`config.mk`:
```
export PLATFORM = sky130hd
export DESIGN_NAME = tcp_top
export DESIGN_NICKNAME = d
export VERILOG_FILES = /design/src/core/tcp_pkg.sv /design/src/core/tcp_chan_out.sv /design/src/core/tcp_top.sv
export VERILOG_INCLUDE_DIRS = /design/src /design/src/core
export SDC_FILE = /design/constraint.sdc
export NUM_CORES = 1
export LEC_CHECK = 0
export ABC_AREA = 1
export BUFFER_PORTS_ARGS = -buffer_cell sky130_fd_sc_hd__buf_4
export CAP_MARGIN = 20
export CORE_MARGIN = 2
export CORE_UTILIZATION = 55
export DETAILED_ROUTE_END_ITERATION = 10
export GPL_TIMING_DRIVEN = 0
export MAX_ROUTING_LAYER = met4
export PLACE_DENSITY = 0.88
export SLEW_MARGIN = 10
export SYNTH_ARGS = -nofsm -noshare
export SYNTH_HDL_FRONTEND = slang
export SYNTH_SLANG_ARGS = --single-unit
export TNS_END_PERCENT = 30
```
`constraint.sdc`:
```
create_clock -name i_clock -period 2.2 [get_ports i_clock]
set_input_delay 0.11 -clock i_clock [delete_from_list [all_inputs] [get_ports i_clock]]
set_output_delay 0.11 -clock i_clock [all_outputs]
set_load 0.1 [all_outputs]
```
`src/core/tcp_map.svh`:
```
`ifndef TCP_MAP_SVH
`define TCP_MAP_SVH

// Register offsets on the byte-wide register port.
`define TCP_ADDR_W 4
`define TCP_OFF_TIMER_CTRL 4'h0
`define TCP_OFF_COUNT_HI 4'h1
`define TCP_OFF_COUNT_LO 4'h2
`define TCP_OFF_LIMIT_HI 4'h3
`define TCP_OFF_LIMIT_LO 4'h4
`define TCP_OFF_CH0_CTRL 4'h5
`define TCP_OFF_CH0_VAL_HI 4'h6
`define TCP_OFF_CH0_VAL_LO 4'h7
`define TCP_OFF_CH1_CTRL 4'h8
`define TCP_OFF_CH1_VAL_HI 4'h9
`define TCP_OFF_CH1_VAL_LO 4'hA

// Timer control and status fields.
`define TCP_TC_WRAP_FLAG 7
`define TCP_TC_WRAP_IE 6
`define TCP_TC_HALT 5
`define TCP_TC_CRST 4
`define TCP_TC_PS_HI 2
`define TCP_TC_PS_LO 0

// Channel control and status fields.
`define TCP_CH_FLAG 7
`define TCP_CH_IE 6
`define TCP_CH_MODE_HI 5
`define TCP_CH_MODE_LO 4
`define TCP_CH_ELS_HI 3
`define TCP_CH_ELS_LO 2
`define TCP_CH_TOV 1
`define TCP_CH_FULL 0

// Reset values and widths.
`define TCP_HALT_RST 1'h1
`define TCP_LIMIT_RST 16'hFFFF
`define TCP_VALUE_RST 16'h0000
`define TCP_PRESCALE_W 6
`define TCP_PS_NONE 3'h7

`endif

```
`src/core/tcp_pkg.sv`:
```
package tcp_pkg;

    // Per-channel output configuration as held in a channel control register.
    typedef struct packed {
        logic mode_sel_hi;
        logic mode_sel_lo;
        logic edge_level_hi;
        logic edge_level_lo;
        logic overflow_toggle_en;
        logic full_duty_force;
    } tcp_chan_cfg_t;

    // Timer events that drive a channel pin.
    typedef struct packed {
        logic wrap;
        logic match;
    } tcp_chan_evt_t;

    typedef enum logic [1:0] {
        TCP_ACT_NONE,
        TCP_ACT_TOGGLE,
        TCP_ACT_CLEAR,
        TCP_ACT_SET
    } tcp_action_t;

endpackage

```
`src/core/tcp_chan_out.sv`:
```
`timescale 1ns/1ps

module tcp_chan_out
(
    input wire logic i_clock,
    input wire logic i_arst_n,
    input wire tcp_pkg::tcp_chan_cfg_t i_cfg,
    input wire tcp_pkg::tcp_chan_evt_t i_evt,
    input wire logic i_enable,
    output logic o_pin,
    output logic o_pin_oe
);

    function automatic tcp_pkg::tcp_action_t action_of(input tcp_pkg::tcp_chan_cfg_t cfg);
        case ({cfg.edge_level_hi, cfg.edge_level_lo})
            2'h1: action_of = tcp_pkg::TCP_ACT_TOGGLE;
            2'h2: action_of = tcp_pkg::TCP_ACT_CLEAR;
            2'h3: action_of = tcp_pkg::TCP_ACT_SET;
            default: action_of = tcp_pkg::TCP_ACT_NONE;
        endcase
    endfunction

    logic pin_q;
    logic pin_d;
    logic oe_q;
    logic out_mode;
    logic pulse_level;
    logic forced_full;
    tcp_pkg::tcp_action_t act;

    assign act = action_of(i_cfg);
    assign out_mode = (i_cfg.mode_sel_hi | i_cfg.mode_sel_lo) & (act != tcp_pkg::TCP_ACT_NONE);
    // The pulse level is the complement of what the compare drives.
    assign pulse_level = (act != tcp_pkg::TCP_ACT_SET);
    assign forced_full = i_cfg.full_duty_force & i_cfg.overflow_toggle_en;

    always_comb
    begin
        pin_d = pin_q;
        if (i_enable && out_mode)
        begin
            if (i_evt.wrap && i_cfg.overflow_toggle_en)
            begin
                pin_d = forced_full ? pulse_level : ~pin_q;
            end
            if (i_evt.match && !forced_full)
            begin
                case (act)
                    tcp_pkg::TCP_ACT_TOGGLE: pin_d = ~pin_d;
                    tcp_pkg::TCP_ACT_CLEAR: pin_d = 1'b0;
                    tcp_pkg::TCP_ACT_SET: pin_d = 1'b1;
                    default: pin_d = pin_d;
                endcase
            end
        end
    end

    always_ff @(posedge i_clock or negedge i_arst_n)
    begin
        if (!i_arst_n)
        begin
            pin_q <= 1'b0;
        end
        else
        begin
            pin_q <= pin_d;
        end
    end

    always_ff @(posedge i_clock or negedge i_arst_n)
    begin
        if (!i_arst_n)
        begin
            oe_q <= 1'b0;
        end
        else
        begin
            oe_q <= i_enable & out_mode;
        end
    end

    assign o_pin = pin_q;
    assign o_pin_oe = oe_q;

endmodule

```
`src/core/tcp_top.sv`:
```
// The strobed register port and the register addresses were left to the implementer.
`timescale 1ns/1ps
`include "tcp_map.svh"

// Notes on behaviour
// Unbuffered compare uses a newly written value at once; a passed value misses.
// Software writes a smaller unbuffered value from the compare handler.
// Software writes a larger unbuffered value from the wrap handler.
// Channel 0 pairing bit links both channels; output only on channel 0 pin.
// When linked, control moves at each wrap to the pair written last.
// While linked channel 0 control reports; channel 1 pin is released.
// Writing the active pair while linked acts like unbuffered operation.
// With wrap toggle enabled the pin toggles at every counter wrap.
// Software picks clear-on-compare for high pulses, set for low pulses.
// PWM period is the period limit plus one counter clocks.
// Duty is compare value over period in counter clocks.
// Software avoids toggle-on-compare for PWM.
// Software halts, resets, loads limit, value, mode, then releases the halt.
// Mode bits 0:1 select unbuffered, 1:0 buffered compare or PWM.
// Edge bits 1:0 clear and 1:1 set the pin on compare.
// Without wrap toggle compares hold the pin level, giving 0% duty.
// Full-duty bit with wrap toggle gives 100% duty.
// Unsynchronised value writes are not guarded; errors may last two periods.
// A compare match sets, clears or toggles the pin per edge bits.
// At the period limit the wrap flag sets and the counter restarts at zero.
// Counter reset bit clears counter and prescaler, self-clears, reads zero.
// Full-duty holds the pulse level and suppresses the ending compare.
// Active pair returns to channel 0 on new linking or timer reset.
module tcp_top
(
    input wire logic i_clock,
    input wire logic i_arst_n,
    input wire logic [`TCP_ADDR_W-1:0] i_addr,
    input wire logic [7:0] i_wdata,
    input wire logic i_wr,
    input wire logic i_rd,
    output logic [7:0] o_rdata,
    output logic o_chan0_pin,
    output logic o_chan0_pin_oe,
    output logic o_chan1_pin,
    output logic o_chan1_pin_oe,
    output logic o_wrap,
    output logic [15:0] o_count
);

    // Divide-by-2^sel tick from the free prescaler; the unused code never ticks.
    function automatic logic prescale_tick(input logic [2:0] sel,
                                           input logic [`TCP_PRESCALE_W-1:0] pre);
        case (sel)
            3'h0: prescale_tick = 1'b1;
            3'h1: prescale_tick = pre[0];
            3'h2: prescale_tick = &pre[1:0];
            3'h3: prescale_tick = &pre[2:0];
            3'h4: prescale_tick = &pre[3:0];
            3'h5: prescale_tick = &pre[4:0];
            3'h6: prescale_tick = &pre[5:0];
            default: prescale_tick = 1'b0;
        endcase
    endfunction

    function automatic logic wr_at(input logic wr, input logic [`TCP_ADDR_W-1:0] a,
                                   input logic [`TCP_ADDR_W-1:0] off);
        wr_at = wr && (a == off);
    endfunction

    logic halt_q;
    logic wrap_ie_q;
    logic [2:0] ps_q;
    logic wrap_flag_q;
    logic wrap_armed_q;
    logic [15:0] limit_q;
    logic limit_hold_q;
    logic [15:0] count_q;
    logic [15:0] count_d;
    logic [`TCP_PRESCALE_W-1:0] prescale_q;
    logic [7:0] count_lo_latch_q;
    logic count_latched_q;
    logic [1:0] chan_flag_q;
    logic [1:0] chan_armed_q;
    logic [1:0] chan_ie_q;
    logic [1:0] chan_hold_q;
    tcp_pkg::tcp_chan_cfg_t chan_cfg_q [2];
    logic [15:0] chan_val_q [2];
    logic active_q;
    logic last_written_q;
    logic link_seen_q;
    logic [7:0] rdata_q;

    logic counter_reset;
    logic tick;
    logic wrap;
    logic link;
    logic [1:0] match;
    logic [1:0] val_lo_wr;
    logic [1:0] ctrl_wr;
    logic [1:0] ctrl_rd;
    logic [15:0] cmp_val0;

    assign counter_reset = wr_at(i_wr, i_addr, `TCP_OFF_TIMER_CTRL) && i_wdata[`TCP_TC_CRST];
    assign tick = !halt_q && prescale_tick(ps_q, prescale_q);
    assign wrap = tick && (count_q == limit_q);
    assign link = chan_cfg_q[0].mode_sel_hi;
    assign count_d = wrap ? 16'h0000 : count_q + 16'h0001;
    assign ctrl_wr[0] = wr_at(i_wr, i_addr, `TCP_OFF_CH0_CTRL);
    assign ctrl_wr[1] = wr_at(i_wr, i_addr, `TCP_OFF_CH1_CTRL);
    assign ctrl_rd[0] = i_rd && (i_addr == `TCP_OFF_CH0_CTRL);
    assign ctrl_rd[1] = i_rd && (i_addr == `TCP_OFF_CH1_CTRL);
    assign val_lo_wr[0] = wr_at(i_wr, i_addr, `TCP_OFF_CH0_VAL_LO);
    assign val_lo_wr[1] = wr_at(i_wr, i_addr, `TCP_OFF_CH1_VAL_LO);
    // Writes to the active pair land here directly, so they act as unbuffered.
    assign cmp_val0 = (link && active_q) ? chan_val_q[1] : chan_val_q[0];

    // A match is the counter stepping onto the value; a value already passed
    // simply waits for the next period, with no repair of a late write.
    assign match[0] = tick && !chan_hold_q[0] && !(link && chan_hold_q[1])
                      && (count_d == cmp_val0);
    assign match[1] = tick && !link && !chan_hold_q[1]
                      && (count_d == chan_val_q[1]);

    always_ff @(posedge i_clock or negedge i_arst_n)
    begin
        if (!i_arst_n)
        begin
            halt_q <= `TCP_HALT_RST;
            wrap_ie_q <= 1'b0;
            ps_q <= 3'h0;
        end
        else if (wr_at(i_wr, i_addr, `TCP_OFF_TIMER_CTRL))
        begin
            halt_q <= i_wdata[`TCP_TC_HALT];
            wrap_ie_q <= i_wdata[`TCP_TC_WRAP_IE];
            ps_q <= i_wdata[`TCP_TC_PS_HI:`TCP_TC_PS_LO];
        end
    end

    always_ff @(posedge i_clock or negedge i_arst_n)
    begin
        if (!i_arst_n)
        begin
            prescale_q <= '0;
            count_q <= 16'h0000;
        end
        else if (counter_reset)
        begin
            prescale_q <= '0;
            count_q <= 16'h0000;
        end
        else if (!halt_q)
        begin
            prescale_q <= prescale_q + `TCP_PRESCALE_W'(1);
            if (tick)
            begin
                count_q <= count_d;
            end
        end
    end

    // Wrap flag: cleared by reading it set then writing zero; a new wrap wins.
    always_ff @(posedge i_clock or negedge i_arst_n)
    begin
        if (!i_arst_n)
        begin
            wrap_flag_q <= 1'b0;
            wrap_armed_q <= 1'b0;
        end
        else if (wrap && !limit_hold_q)
        begin
            wrap_flag_q <= 1'b1;
            wrap_armed_q <= 1'b0;
        end
        else if (wr_at(i_wr, i_addr, `TCP_OFF_TIMER_CTRL))
        begin
            if (wrap_armed_q && !i_wdata[`TCP_TC_WRAP_FLAG])
            begin
                wrap_flag_q <= 1'b0;
            end
            wrap_armed_q <= 1'b0;
        end
        else if (i_rd && (i_addr == `TCP_OFF_TIMER_CTRL) && wrap_flag_q)
        begin
            wrap_armed_q <= 1'b1;
        end
    end

    // The high limit byte holds off the wrap flag until the low byte follows.
    always_ff @(posedge i_clock or negedge i_arst_n)
    begin
        if (!i_arst_n)
        begin
            limit_q <= `TCP_LIMIT_RST;
            limit_hold_q <= 1'b0;
        end
        else if (wr_at(i_wr, i_addr, `TCP_OFF_LIMIT_HI))
        begin
            limit_q[15:8] <= i_wdata;
            limit_hold_q <= 1'b1;
        end
        else if (wr_at(i_wr, i_addr, `TCP_OFF_LIMIT_LO))
        begin
            limit_q[7:0] <= i_wdata;
            limit_hold_q <= 1'b0;
        end
    end

    // Reading the high count byte freezes the low byte until it is read.
    always_ff @(posedge i_clock or negedge i_arst_n)
    begin
        if (!i_arst_n)
        begin
            count_lo_latch_q <= 8'h00;
            count_latched_q <= 1'b0;
        end
        else if (i_rd && (i_addr == `TCP_OFF_COUNT_HI) && !count_latched_q)
        begin
            count_lo_latch_q <= count_q[7:0];
            count_latched_q <= 1'b1;
        end
        else if (i_rd && (i_addr == `TCP_OFF_COUNT_LO))
        begin
            count_latched_q <= 1'b0;
        end
    end

    generate
        for (genvar ch = 0; ch < 2; ch++)
        begin : g_chan
            always_ff @(posedge i_clock or negedge i_arst_n)
            begin
                if (!i_arst_n)
                begin
                    chan_ie_q[ch] <= 1'b0;
                    chan_cfg_q[ch] <= '0;
                end
                else if (ctrl_wr[ch])
                begin
                    chan_ie_q[ch] <= i_wdata[`TCP_CH_IE];
                    // Only channel 0 carries the pairing bit.
                    chan_cfg_q[ch].mode_sel_hi <= (ch == 0) ? i_wdata[`TCP_CH_MODE_HI] : 1'b0;
                    chan_cfg_q[ch].mode_sel_lo <= i_wdata[`TCP_CH_MODE_LO];
                    chan_cfg_q[ch].edge_level_hi <= i_wdata[`TCP_CH_ELS_HI];
                    chan_cfg_q[ch].edge_level_lo <= i_wdata[`TCP_CH_ELS_LO];
                    chan_cfg_q[ch].overflow_toggle_en <= i_wdata[`TCP_CH_TOV];
                    chan_cfg_q[ch].full_duty_force <= i_wdata[`TCP_CH_FULL];
                end
            end

            // Channel flag follows the wrap flag clearing scheme; a match wins.
            always_ff @(posedge i_clock or negedge i_arst_n)
            begin
                if (!i_arst_n)
                begin
                    chan_flag_q[ch] <= 1'b0;
                    chan_armed_q[ch] <= 1'b0;
                end
                else if (match[ch])
                begin
                    chan_flag_q[ch] <= 1'b1;
                    chan_armed_q[ch] <= 1'b0;
                end
                else if (ctrl_wr[ch])
                begin
                    if (chan_armed_q[ch] && !i_wdata[`TCP_CH_FLAG])
                    begin
                        chan_flag_q[ch] <= 1'b0;
                    end
                    chan_armed_q[ch] <= 1'b0;
                end
                else if (ctrl_rd[ch] && chan_flag_q[ch])
                begin
                    chan_armed_q[ch] <= 1'b1;
                end
            end

            // A high value byte holds off compares until the low byte lands.
            always_ff @(posedge i_clock or negedge i_arst_n)
            begin
                if (!i_arst_n)
                begin
                    chan_val_q[ch] <= `TCP_VALUE_RST;
                    chan_hold_q[ch] <= 1'b0;
                end
                else if (wr_at(i_wr, i_addr, (ch == 0) ? `TCP_OFF_CH0_VAL_HI
                                                       : `TCP_OFF_CH1_VAL_HI))
                begin
                    chan_val_q[ch][15:8] <= i_wdata;
                    chan_hold_q[ch] <= 1'b1;
                end
                else if (val_lo_wr[ch])
                begin
                    chan_val_q[ch][7:0] <= i_wdata;
                    chan_hold_q[ch] <= 1'b0;
                end
            end
        end
    endgenerate

    always_ff @(posedge i_clock or negedge i_arst_n)
    begin
        if (!i_arst_n)
        begin
            link_seen_q <= 1'b0;
        end
        else
        begin
            link_seen_q <= link;
        end
    end

    // Pair selection: last completed value write decides at the next wrap.
    always_ff @(posedge i_clock or negedge i_arst_n)
    begin
        if (!i_arst_n)
        begin
            active_q <= 1'b0;
            last_written_q <= 1'b0;
        end
        else if ((link && !link_seen_q) || counter_reset)
        begin
            active_q <= 1'b0;
            last_written_q <= 1'b0;
        end
        else
        begin
            if (val_lo_wr[1])
            begin
                last_written_q <= 1'b1;
            end
            else if (val_lo_wr[0])
            begin
                last_written_q <= 1'b0;
            end
            if (wrap && link)
            begin
                active_q <= last_written_q;
            end
        end
    end

    always_ff @(posedge i_clock or negedge i_arst_n)
    begin
        if (!i_arst_n)
        begin
            rdata_q <= 8'h00;
        end
        else if (i_rd)
        begin
            case (i_addr)
                `TCP_OFF_TIMER_CTRL: rdata_q <= {wrap_flag_q, wrap_ie_q, halt_q,
                                                 2'h0, ps_q};
                `TCP_OFF_COUNT_HI: rdata_q <= count_q[15:8];
                `TCP_OFF_COUNT_LO: rdata_q <= count_latched_q ? count_lo_latch_q
                                                              : count_q[7:0];
                `TCP_OFF_LIMIT_HI: rdata_q <= limit_q[15:8];
                `TCP_OFF_LIMIT_LO: rdata_q <= limit_q[7:0];
                `TCP_OFF_CH0_CTRL: rdata_q <= {chan_flag_q[0], chan_ie_q[0],
                                               chan_cfg_q[0]};
                `TCP_OFF_CH0_VAL_HI: rdata_q <= chan_val_q[0][15:8];
                `TCP_OFF_CH0_VAL_LO: rdata_q <= chan_val_q[0][7:0];
                `TCP_OFF_CH1_CTRL: rdata_q <= {chan_flag_q[1], chan_ie_q[1],
                                               chan_cfg_q[1]};
                `TCP_OFF_CH1_VAL_HI: rdata_q <= chan_val_q[1][15:8];
                `TCP_OFF_CH1_VAL_LO: rdata_q <= chan_val_q[1][7:0];
                default: rdata_q <= 8'h00;
            endcase
        end
        else
        begin
            rdata_q <= 8'h00;
        end
    end

    tcp_pkg::tcp_chan_evt_t evt0;
    tcp_pkg::tcp_chan_evt_t evt1;

    assign evt0 = '{wrap: wrap, match: match[0]};
    assign evt1 = '{wrap: wrap, match: match[1]};

    tcp_chan_out u_chan0
    (
        .i_clock(i_clock),
        .i_arst_n(i_arst_n),
        .i_cfg(chan_cfg_q[0]),
        .i_evt(evt0),
        .i_enable(1'b1),
        .o_pin(o_chan0_pin),
        .o_pin_oe(o_chan0_pin_oe)
    );

    // While linked, channel 1 lets go of its pin for general use.
    tcp_chan_out u_chan1
    (
        .i_clock(i_clock),
        .i_arst_n(i_arst_n),
        .i_cfg(chan_cfg_q[1]),
        .i_evt(evt1),
        .i_enable(!link),
        .o_pin(o_chan1_pin),
        .o_pin_oe(o_chan1_pin_oe)
    );

    assign o_rdata = rdata_q;
    assign o_wrap = wrap;
    assign o_count = count_q;

endmodule

```
After elaboration in Yosys (flattened, before gate mapping)
Index checks and enable logic that the tools add are counted.

operators by class
  $add $sub $neg = 2
  equal/unequal tests = 34
  mux-type cells = 53
  bitwise logic cells = 13
  reductions and logical operators = 84

operator list
  cell                                                 number
  one-hot mux 8 bit (11 select lines)                  1
  2-to-1 mux 16 bit                                    5
  equality test 16 bit                                 3
  logical AND 1 bit                                    40
  2-to-1 mux 1 bit                                     38
  nonzero test 2 bit                                   14
  adder 16 x 1 -> 16 bit, second input constant        1
  equality test 2 bit, second input constant           8
  equality test 4 x 3 -> 1 bit, second input constant  4
  2-to-1 mux 8 bit                                     2
  AND reduction 2 bit                                  8
  equality test 4 bit, second input constant           3
  2-to-1 mux 6 bit                                     2
  one-hot mux 2 bit (3 select lines)                   2
  nonzero test 3 bit                                   4
  zero test 1 bit                                      11
  equality test 3 bit, second input constant           3
  equality test 2 x 1 -> 1 bit, second input constant  4
  equality test 4 x 2 -> 1 bit, second input constant  2
  NOT 1 bit                                            7
  one-hot mux 1 bit (7 select lines)                   1
  adder 6 x 1 -> 6 bit, second input constant          1
  equality test 3 x 2 -> 1 bit, second input constant  2
  one-hot mux 1 bit (3 select lines)                   2
  13 further kinds                                     18

word-level totals
  register bits after elaboration = 121
  input port bits = 16
  output and inout bits = 29
  logic and storage cells = 229

Logic depth before layout (Yosys ltp)
Gate-level depths: netlist of run 1.

  word-level depth = 10
  gate-level depth with buffers = 21
  depth with buffers taken out = 20

Modules after synthesis
A second synthesis of run 1 with hierarchy kept.

second synthesis, totals
  cells, all modules = 949
  area, all modules = 6,866.6 um^2

modules (own cells, without submodules)
  module        times used  cells each  area each (um^2)
  tcp_top       1           899         6,546.3
  tcp_chan_out  2           25          160.2

Least setup slack after synthesis of run 1
OpenSTA, ideal clock, no wires.

  path kind = register to register
  start = register count_q[10] (netlist: o_count[10])
  end = register u_chan1.pin_q (netlist: u_chan1.o_pin)
  arrival = 2,882 ps
  data required time = 2,080 ps
  path slack = -802 ps
  stages on the path, launching flop included = 19
  path buffers = 2
  clock period less this slack = 3,002 ps
  path through = dfrtp_1 > buf_2 > xnor2_1 > nand2_1 > nor2_1 > nand2_1 > nor2_1 > nand2_2 > buf_6 > inv_2 > nand2_1 > o21ai_1 > nand2_1 > nand2_1 > nand2_1 > nand4_1 > nand2_1 > nand2_1 > nand2_1

between the ends
  cells in the longest elaborated chain, start to end = 8
  elaborated cells between the ends (all ways) = 13
  those cells by class = add/sub (1); eq/ne (2); mux (5); bitwise (1); reduce/logical (4)

ends and longest elaborated chain
  item                                line                source
  start: declaration                  tcp_top.sv:73       logic [15:0] count_q;
  start signal: assignment            tcp_top.sv:153      count_q <= count_d;
  equality test 16 bit *              tcp_top.sv:101      assign wrap = tick && (count_q == limit_q);
  logical AND 1 bit *                 tcp_top.sv:101
  net o_wrap                          tcp_top.sv:42       output logic o_wrap,
  logical AND 1 bit                   tcp_chan_out.sv:42  if (i_evt.wrap && i_cfg.overflow_toggle_en)
  2-to-1 mux 1 bit                    tcp_chan_out.sv:42
  2-to-1 mux 1 bit                    tcp_chan_out.sv:40  if (i_enable && out_mode)
  NOT 1 bit                           tcp_chan_out.sv:49  tcp_pkg::TCP_ACT_TOGGLE: pin_d = ~pin_d;
  one-hot mux 1 bit (3 select lines)  tcp_chan_out.sv:48  case (act)
  2-to-1 mux 1 bit *                  tcp_chan_out.sv:46  if (i_evt.match && !forced_full)
  end signal: assignment              tcp_chan_out.sv:66  pin_q <= pin_d;
  end: declaration                    tcp_chan_out.sv:23  logic pin_q;

The timed path passes the listed nets; every way through them passes the cells marked *. The select of a mux whose other input is x is not followed.
A chain may end at the register's enable or synchronous reset.

Final worst setup path of run 1
  start = register prescale_q[0]
  end = register u_chan0.pin_q (netlist: u_chan0.o_pin)

between the ends
  cells in the longest elaborated chain, start to end = 10
  elaborated cells between the ends (all ways) = 20
  those cells by class = eq/ne (1); mux (6); bitwise (1); reduce/logical (12)

ends and longest elaborated chain
  item                                               line                source
  start: declaration                                 tcp_top.sv:75       logic [`TCP_PRESCALE_W-1:0] prescale_q;
  start signal: assignment                           tcp_top.sv:150      prescale_q <= prescale_q + `TCP_PRESCALE_W'(1);
  AND reduction 6 bit, or another cell as far along  tcp_top.sv:56       3'h6: prescale_tick = &pre[5:0];
  one-hot mux 1 bit (7 select lines) *               tcp_top.sv:49       case (sel)
  logical AND 1 bit *                                tcp_top.sv:100      assign tick = !halt_q && prescale_tick(ps_q, prescale_q);
  logical AND 1 bit                                  tcp_top.sv:101
  logical AND 1 bit                                  tcp_chan_out.sv:42
  2-to-1 mux 1 bit                                   tcp_chan_out.sv:42
  2-to-1 mux 1 bit                                   tcp_chan_out.sv:40
  NOT 1 bit                                          tcp_chan_out.sv:49
  one-hot mux 1 bit (3 select lines)                 tcp_chan_out.sv:48
  2-to-1 mux 1 bit *                                 tcp_chan_out.sv:46
  end signal: assignment                             tcp_chan_out.sv:66
  end: declaration                                   tcp_chan_out.sv:23

Every way passes the cells marked *; elsewhere a longest branch is shown, timed or not. The select of a mux whose other input is x is not followed.

==> impl_metrics.yaml, run 1 <==
sta:
  setup_ws_ps: -427
  report.final.slew_viol_count: 0
  max_freq_ghz: 0.381
  final_hold_viols: 0
  grt_setup_unrepaired: "true"
  final_period_minus_worst_setup_slack_ps: 2630
  skew_ps: 8.79
  hold-worst-slack_ps: 112
  final_min_period_over_clock_period_pct: 119
  max_slew_margin_pct: 52.4
  timing_worst_slew_pin_value_ps: 712
  setup_viol: 7
yosys:
  yosysWarnings: 0
  syn_nets: 919
  netlist-cell-type-count: 38
  synthesis.area_per_instance_um2: 7.44
  synth.ff_latch_count: 121
  syn-instance-count: 899
  synth-edff-count: 0
  synthesis.area_mm2: 0.00669
  synth_async_sr_flop_share_pct: 100
  synth.yosys.seq_area_share_pct: 45.6
  synth-main-ff-cell: "dfrtp_1"
drt:
  route.vias.total: 6879
  drt_first_iter_violations: 1133
  ant_nets: 0
  top_layer: "met4"
  drc_errors: 0
  wirelength_per_cell_um: 20.2
  vias_per_cell: 6.00
  route.met2.wl_mm: 10.1
  metal_1_wl_mm: 8.93
  wl_met3_mm: 2.70
  drt-total-wl_mm: 23.2
  detailed_router_iteration_count_before_antenna_repair: 6
pwr:
  static_leak_uw: 0.00399
  vdd.ir_drop.worst_mv: 0.846
  pwr_density_cell_mw_per_mm2: 1090
worst_hold_path:
  timing.hold.worst_path_depth: 4
  timing.hold.worst.class: "in2reg"
finish:
  areaGrowthSynthToFinish_pct: 26.5
  fillers: 947
  final_layout_size_suffix_gt1_share_pct: 19.2
  antenna-diode-count: 0
  stdcell_count: 1146
  mostFrequentLayoutCell: "nand2_1"
  layout.core_utilization_pct: 70.8
  mostFrequentLayoutCells: "244 x nand2_1, 129 x inv_1, 105 x o21ai_0, 88 x dfrtp_1, 53 x nor2_1"
  final_net_count: 1006
clocking:
  clock_path_buffers: 2
  clock_pin_slew_reported_for_the_worst_setup_and_hold_paths_after_clock_tree_synthesis_ps: 60
  cts_tree: "built"
  ctsRootBufferMaster: "clkbuf_16"
  ctsHtreeMaxLevel: 4
  cts.sink_count: 121
  worst_skew_pair_latency_ps: 430
  cts_made_buffers: 17
placement:
  finalWeightedCongestion: 1.02
  place_worst_setup_slack_ps: -568
  dp_hpwl_mm: 16.7
  io_buffer_count: 44
  place.detailed.instances: 1091
grt:
  maximum_number_of_pins_on_one_net_before_global_route_repair: 63
  grt_first_pass_wirelength_mm: 35.4
  overall_fraction_of_global_route_tracks_in_use_pct: 37.7
  grt-ovfl-total: 0
  number_of_global_route_vias_before_repair: 6407
  number_of_antenna_violations_at_the_first_check_in_global_routing: 0
die:
  floorplan.rows: 40
  die-width_um: 114
  core_area_mm2: 0.0120
  die-area_mm2: 0.0131
  floorplan.die.height_um: 114
  initial_core_util_pct: 55.9
  boundaryPins: 45
worst_setup_path:
  worst-endpoint-required_ps: 2520
  kind_of_launch_point_of_the_worst_setup_path: "flop"
  r2r.worst_path.cells: 18
  worst_setup_path_end_kind: "flop"
  crit_path_max_fanout: 5
  path_class: "reg2reg"
  arrival_ps: 2940
job:
  max_cap_violations: 0
run_status:
  violations: "negative setup slack"
  run_status: "finished, violations left"
-- cell families (layout without fill, tap and decap cells) --
logic type	Yosys count	in the layout	share of synthesized area [%]
flip-flops	121	121	45.6
AO/OA/AOI/OAI	191	191	16.2
XOR/XNOR	33	33	4.32
buffers and inverters	156	256	9.11
AND/OR/NAND/NOR	394	394	24.0
adder cells (fa/ha/maj)	4	4	0.748
-- repair_timing --
| item | in CTS | in global routing |
|---|---|---|
| gates cloned | 1 | 1 |
| buffers inserted | 9 | 3 |
| setup endpoints to repair | 8 | 18 |
| pin swaps | 18 | 17 |
| hold buffers | 9 | 0 |
| hold endpoints to repair | 63 | 0 |
| resized for setup | 27 | 50 |
-- flip-flops by register name (all words and copies together) (netlist names), 2 cells and up --
signal,flops
count_lo_latch_q,8
limit_q,16
prescale_q,6
chan_flag_q,2
chan_hold_q,2
o_rdata,8
chan_ie_q,2
chan_val_q,32
ps_q,3
chan_cfg_q,10
chan_armed_q,2
o_count,16
-- where the power goes --
group | switching, uW | internal [uW]
sequential | 566 | 2780
combinational | 2080 | 966
clock | 1110 | 1760
-- metal layers --
metal | up-vias | global-route usage, %
li1 | 3100 | -
met5 | - | -
met1 | 3188 | 49.3
met3 | 117 | 8.47
met4 | 0 | 22.3
met2 | 474 | 53.9
-- synthesized netlist by cell type (all sizes together) (8+ instances only) --
| cell | count | area (um^2) |
|---|---|---|
| buf | 8 | 53.8 |
| clkbuf | 14 | 52.6 |
| dfstp | 17 | 447 |
| nor2 | 66 | 270 |
| inv | 133 | 499 |
| nor3 | 12 | 65.1 |
| nand2 | 263 | 995 |
| xnor2 | 14 | 123 |
| a21oi | 19 | 95.1 |
| dfrtp | 104 | 2600 |
| xor2 | 19 | 166 |
| o22ai | 31 | 194 |
| a221oi | 18 | 158 |
| nand3 | 45 | 225 |
| o21ai | 114 | 571 |
-- final timing paths --
kind / to / slack (ps) / startpoint
setup / recovery: u_chan0.o_pin / -430 / prescale_q[0]
hold / removal: ps_q[2] / 110 / i_wr
setup reg to reg: u_chan0.o_pin / -430 / prescale_q[0]
hold reg to reg: chan_val_q[25] / 490 / chan_val_q[25]
max in group asynchronous: limit_q[0] / 1290 / i_arst_n
min in group asynchronous: count_lo_latch_q[7] / 200 / i_arst_n
-- metrics by stage --
stage                     TNS, ps  power [uW]  instance area, um^2
after floorplan              -243        5170                 6790
after global placement      -5290        5950                 7310
after detailed placement    -5740        6030                 7340
after CTS                   -2190        9040                 8230
after global routing        -4390        9670                 8460
final                       -2560        9250                 8460
-- cell type report --
class / instances / area [um^2] / area share (%)
sequential: 121 / 3090 / 36.5
buffer: 22 / 138 / 1.63
inverter: 134 / 515 / 6.09
multi-input combinational: 622 / 3290 / 38.8
tap: 147 / 184 / 2.17
clock buffer: 18 / 450 / 5.32
timing repair buffer: 68 / 638 / 7.54
clock inverter: 14 / 159 / 1.88
-- worst max-delay path, cell delays in order (launching register included) --
cell and delay [ps]:
dfrtp_1 360, ha_2 190, inv_2 50, nor2_4 130
ha_4 130, nand4_1 70, nand3_1 120, nor2_2 50
nor2_4 150, nand2_4 130, buf_12 160, buf_16 130
nand2_8 70, o21ai_0 70, nand3b_1 230, nor2_4 200
nand4_1 120, nand3_1 80, nand2_1 50
Note: power is estimated with default switching activity, not from simulation.
==> run 2, diff against run 1 <==
Settings changed: CORE_UTILIZATION 55 to 58, PLACE_DENSITY 0.88 to 0.89.
Clock period 2.2 ns to 2.7 ns, I/O delays scaled along.
==> impl_metrics.yaml, run 2 (same netlist as run 1, synthesis figures left out) <==
run_status:
  run_status: "finished, final reports clean"
worst_setup_path:
  path_class: "reg2reg"
  worst-endpoint-required_ps: 3010
  crit_path_max_fanout: 10
  kind_of_launch_point_of_the_worst_setup_path: "flop"
  worst_setup_path_end_kind: "flop"
  arrival_ps: 2980
grt:
  number_of_antenna_violations_at_the_first_check_in_global_routing: 0
  grt-ovfl-total: 0
  overall_fraction_of_global_route_tracks_in_use_pct: 39.6
  number_of_global_route_vias_before_repair: 6477
  maximum_number_of_pins_on_one_net_before_global_route_repair: 83
  grt_first_pass_wirelength_mm: 36.0
pwr:
  p_int_uw: 4550
  share_seq_of_total_power_pct: 36.0
  static_leak_uw: 0.00394
  vdd.ir_drop.worst_mv: 0.851
  p_clk_share_pct: 31.9
  pwr_density_cell_mw_per_mm2: 912
  switching_share_pct: 38.8
  p_sw_uw: 2890
  comb_power_share_pct: 32.0
drt:
  drt_first_iter_violations: 1175
  wirelength_per_cell_um: 20.6
  route.vias.total: 7002
  drt-total-wl_mm: 23.4
  ant_nets: 0
  detailed_router_iteration_count_before_antenna_repair: 7
  drc_errors: 0
  vias_per_cell: 6.17
clocking:
  cts_made_buffers: 17
  ctsHtreeMaxLevel: 4
  clock_path_buffers: 2
  worst_skew_pair_latency_ps: 430
  cts_tree: "built"
  cts.sink_count: 121
  ctsRootBufferMaster: "clkbuf_16"
  clock_pin_slew_reported_for_the_worst_setup_and_hold_paths_after_clock_tree_synthesis_ps: 50
die:
  die-area_mm2: 0.0124
  initial_core_util_pct: 59.1
  floorplan.rows: 39
  core_area_mm2: 0.0113
  floorplan.die.height_um: 111
  die-width_um: 111
  boundaryPins: 45
finish:
  areaGrowthSynthToFinish_pct: 22.0
  layout.core_utilization_pct: 72.1
  final_layout_size_suffix_gt1_share_pct: 15.9
  registers.top_by_ff_count: "chan_val_q"
  mostFrequentLayoutCell: "nand2_1"
  final_net_count: 1000
  largest_register_ff_count: 32
  mostFrequentLayoutCells: "252 x nand2_1, 129 x inv_1, 112 x o21ai_0, 88 x dfrtp_1, 53 x nor2_1"
  antenna-diode-count: 0
sta:
  skew_ps: 10.9
  hold-worst-slack_ps: 120
  max_freq_ghz: 0.375
  final_period_minus_worst_setup_slack_ps: 2660
  final_min_period_over_clock_period_pct: 98.7
  grt_setup_unrepaired: "true"
  max_slew_margin_pct: 56.7
  report.final.slew_viol_count: 0
  setup_viol: 0
  timing_worst_slew_pin_value_ps: 648
  final_hold_viols: 0
placement:
  io_buffer_count: 44
  finalWeightedCongestion: 1.09
  dp_hpwl_mm: 16.4
worst_hold_path:
  timing.hold.worst.class: "in2reg"
job:
  max_cap_violations: 0
-- run 2: cell count changes in the layout (fill, tap and decap cells not counted), moves of 4 or more --
cell | previous run | this run
o21ai_2 | 5 | 0
nand2_4 | 5 | 1
nand2_1 | 244 | 252
o21ai_0 | 105 | 112
inv_6 | 4 | 0
dfrtp_4 | 9 | 0
dfrtp_2 | 7 | 16
-- run 2: layout make-up --
cell class | instances | area (um^2)
Fill cell | 903 | 3160
Multi-Input combinational cell | 622 | 3130
Sequential cell | 121 | 3070
Timing Repair Buffer | 62 | 547
Inverter | 134 | 505
Clock buffer | 22 | 464
Tap cell | 143 | 179
Clock inverter | 9 | 146
Buffer | 22 | 123
-- run 2: metrics by stage --
step	total power, uW	cell area [um^2]	std cells	setup slack (ps)	TNS, ps
global route	7770	8160	1135	-83.8	-195
global placement	4760	7220	1086	-24.9	-24.9
finish	7440	8160	1135	35.4	0
detailed placement	4820	7250	1087	-61.5	-61.5
CTS	7250	7970	1128	-2.96	-2.96
floorplan	4170	6710	899	148	0
-- run 2: worst paths after layout --
check,start,to,slack (ps),cells after the start
setup / recovery,prescale_q[0],u_chan0.o_pin,40,19
hold / removal,i_rd,count_latched_q,120,4
setup reg to reg,prescale_q[0],u_chan0.o_pin,40,19
hold reg to reg,chan_val_q[27],chan_val_q[27],480,2
max in group asynchronous,i_arst_n,limit_q[5],1770,3
min in group asynchronous,i_arst_n,count_lo_latch_q[1],180,2
-- run 2: timing repair --
action | 4_1_cts | 5_1_grt
buffers inserted | 1 | 5
hold buffers | 9 | 0
endpoints found under the setup margin | 2 | 7
gates cloned | 0 | 2
endpoints found under the hold margin | 55 | 0
gates resized for setup | 4 | 28
pin swaps | 2 | 11
-- run 2: routing by layer --
| metal | global-route usage [%] | vias up | part of all wire, % |
|---|---|---|---|
| met5 | - | - | 0 |
| li1 | - | 3081 | - |
| met3 | 8.76 | 144 | 12 |
| met2 | 57.0 | 545 | 43 |
| met4 | 22.9 | 0 | 7.1 |
| met1 | 51.9 | 3232 | 38 |
-- run 2: worst max-delay path: stages, from the launching register on --
cell and delay, ps:
dfrtp_1 420, ha_2 200, inv_2 60, nor2_4 40
ha_2 170, nand4_1 60, nand3_1 80, nor2_2 130
nor2_4 70, nand2_4 110, buf_6 160, nand2_1 140
nand2_1 100, nand2_1 50, nor3_1 170, nand2_1 140
nor2_2 160, nand4_1 120, nand3_1 110, nand2_1 60
-- run 2: power by group through the flow --
stage / Sequential (uW) / Clock [uW] / Combinational [uW]
6_report: 2680 / 2380 / 2380
5_1_grt: 2720 / 2470 / 2580
4_1_cts: 2650 / 2380 / 2220
3_5_place_dp: 2660 / 0 / 2160
3_3_place_gp: 2650 / 0 / 2110
2_1_floorplan: 2990 / 0 / 1180
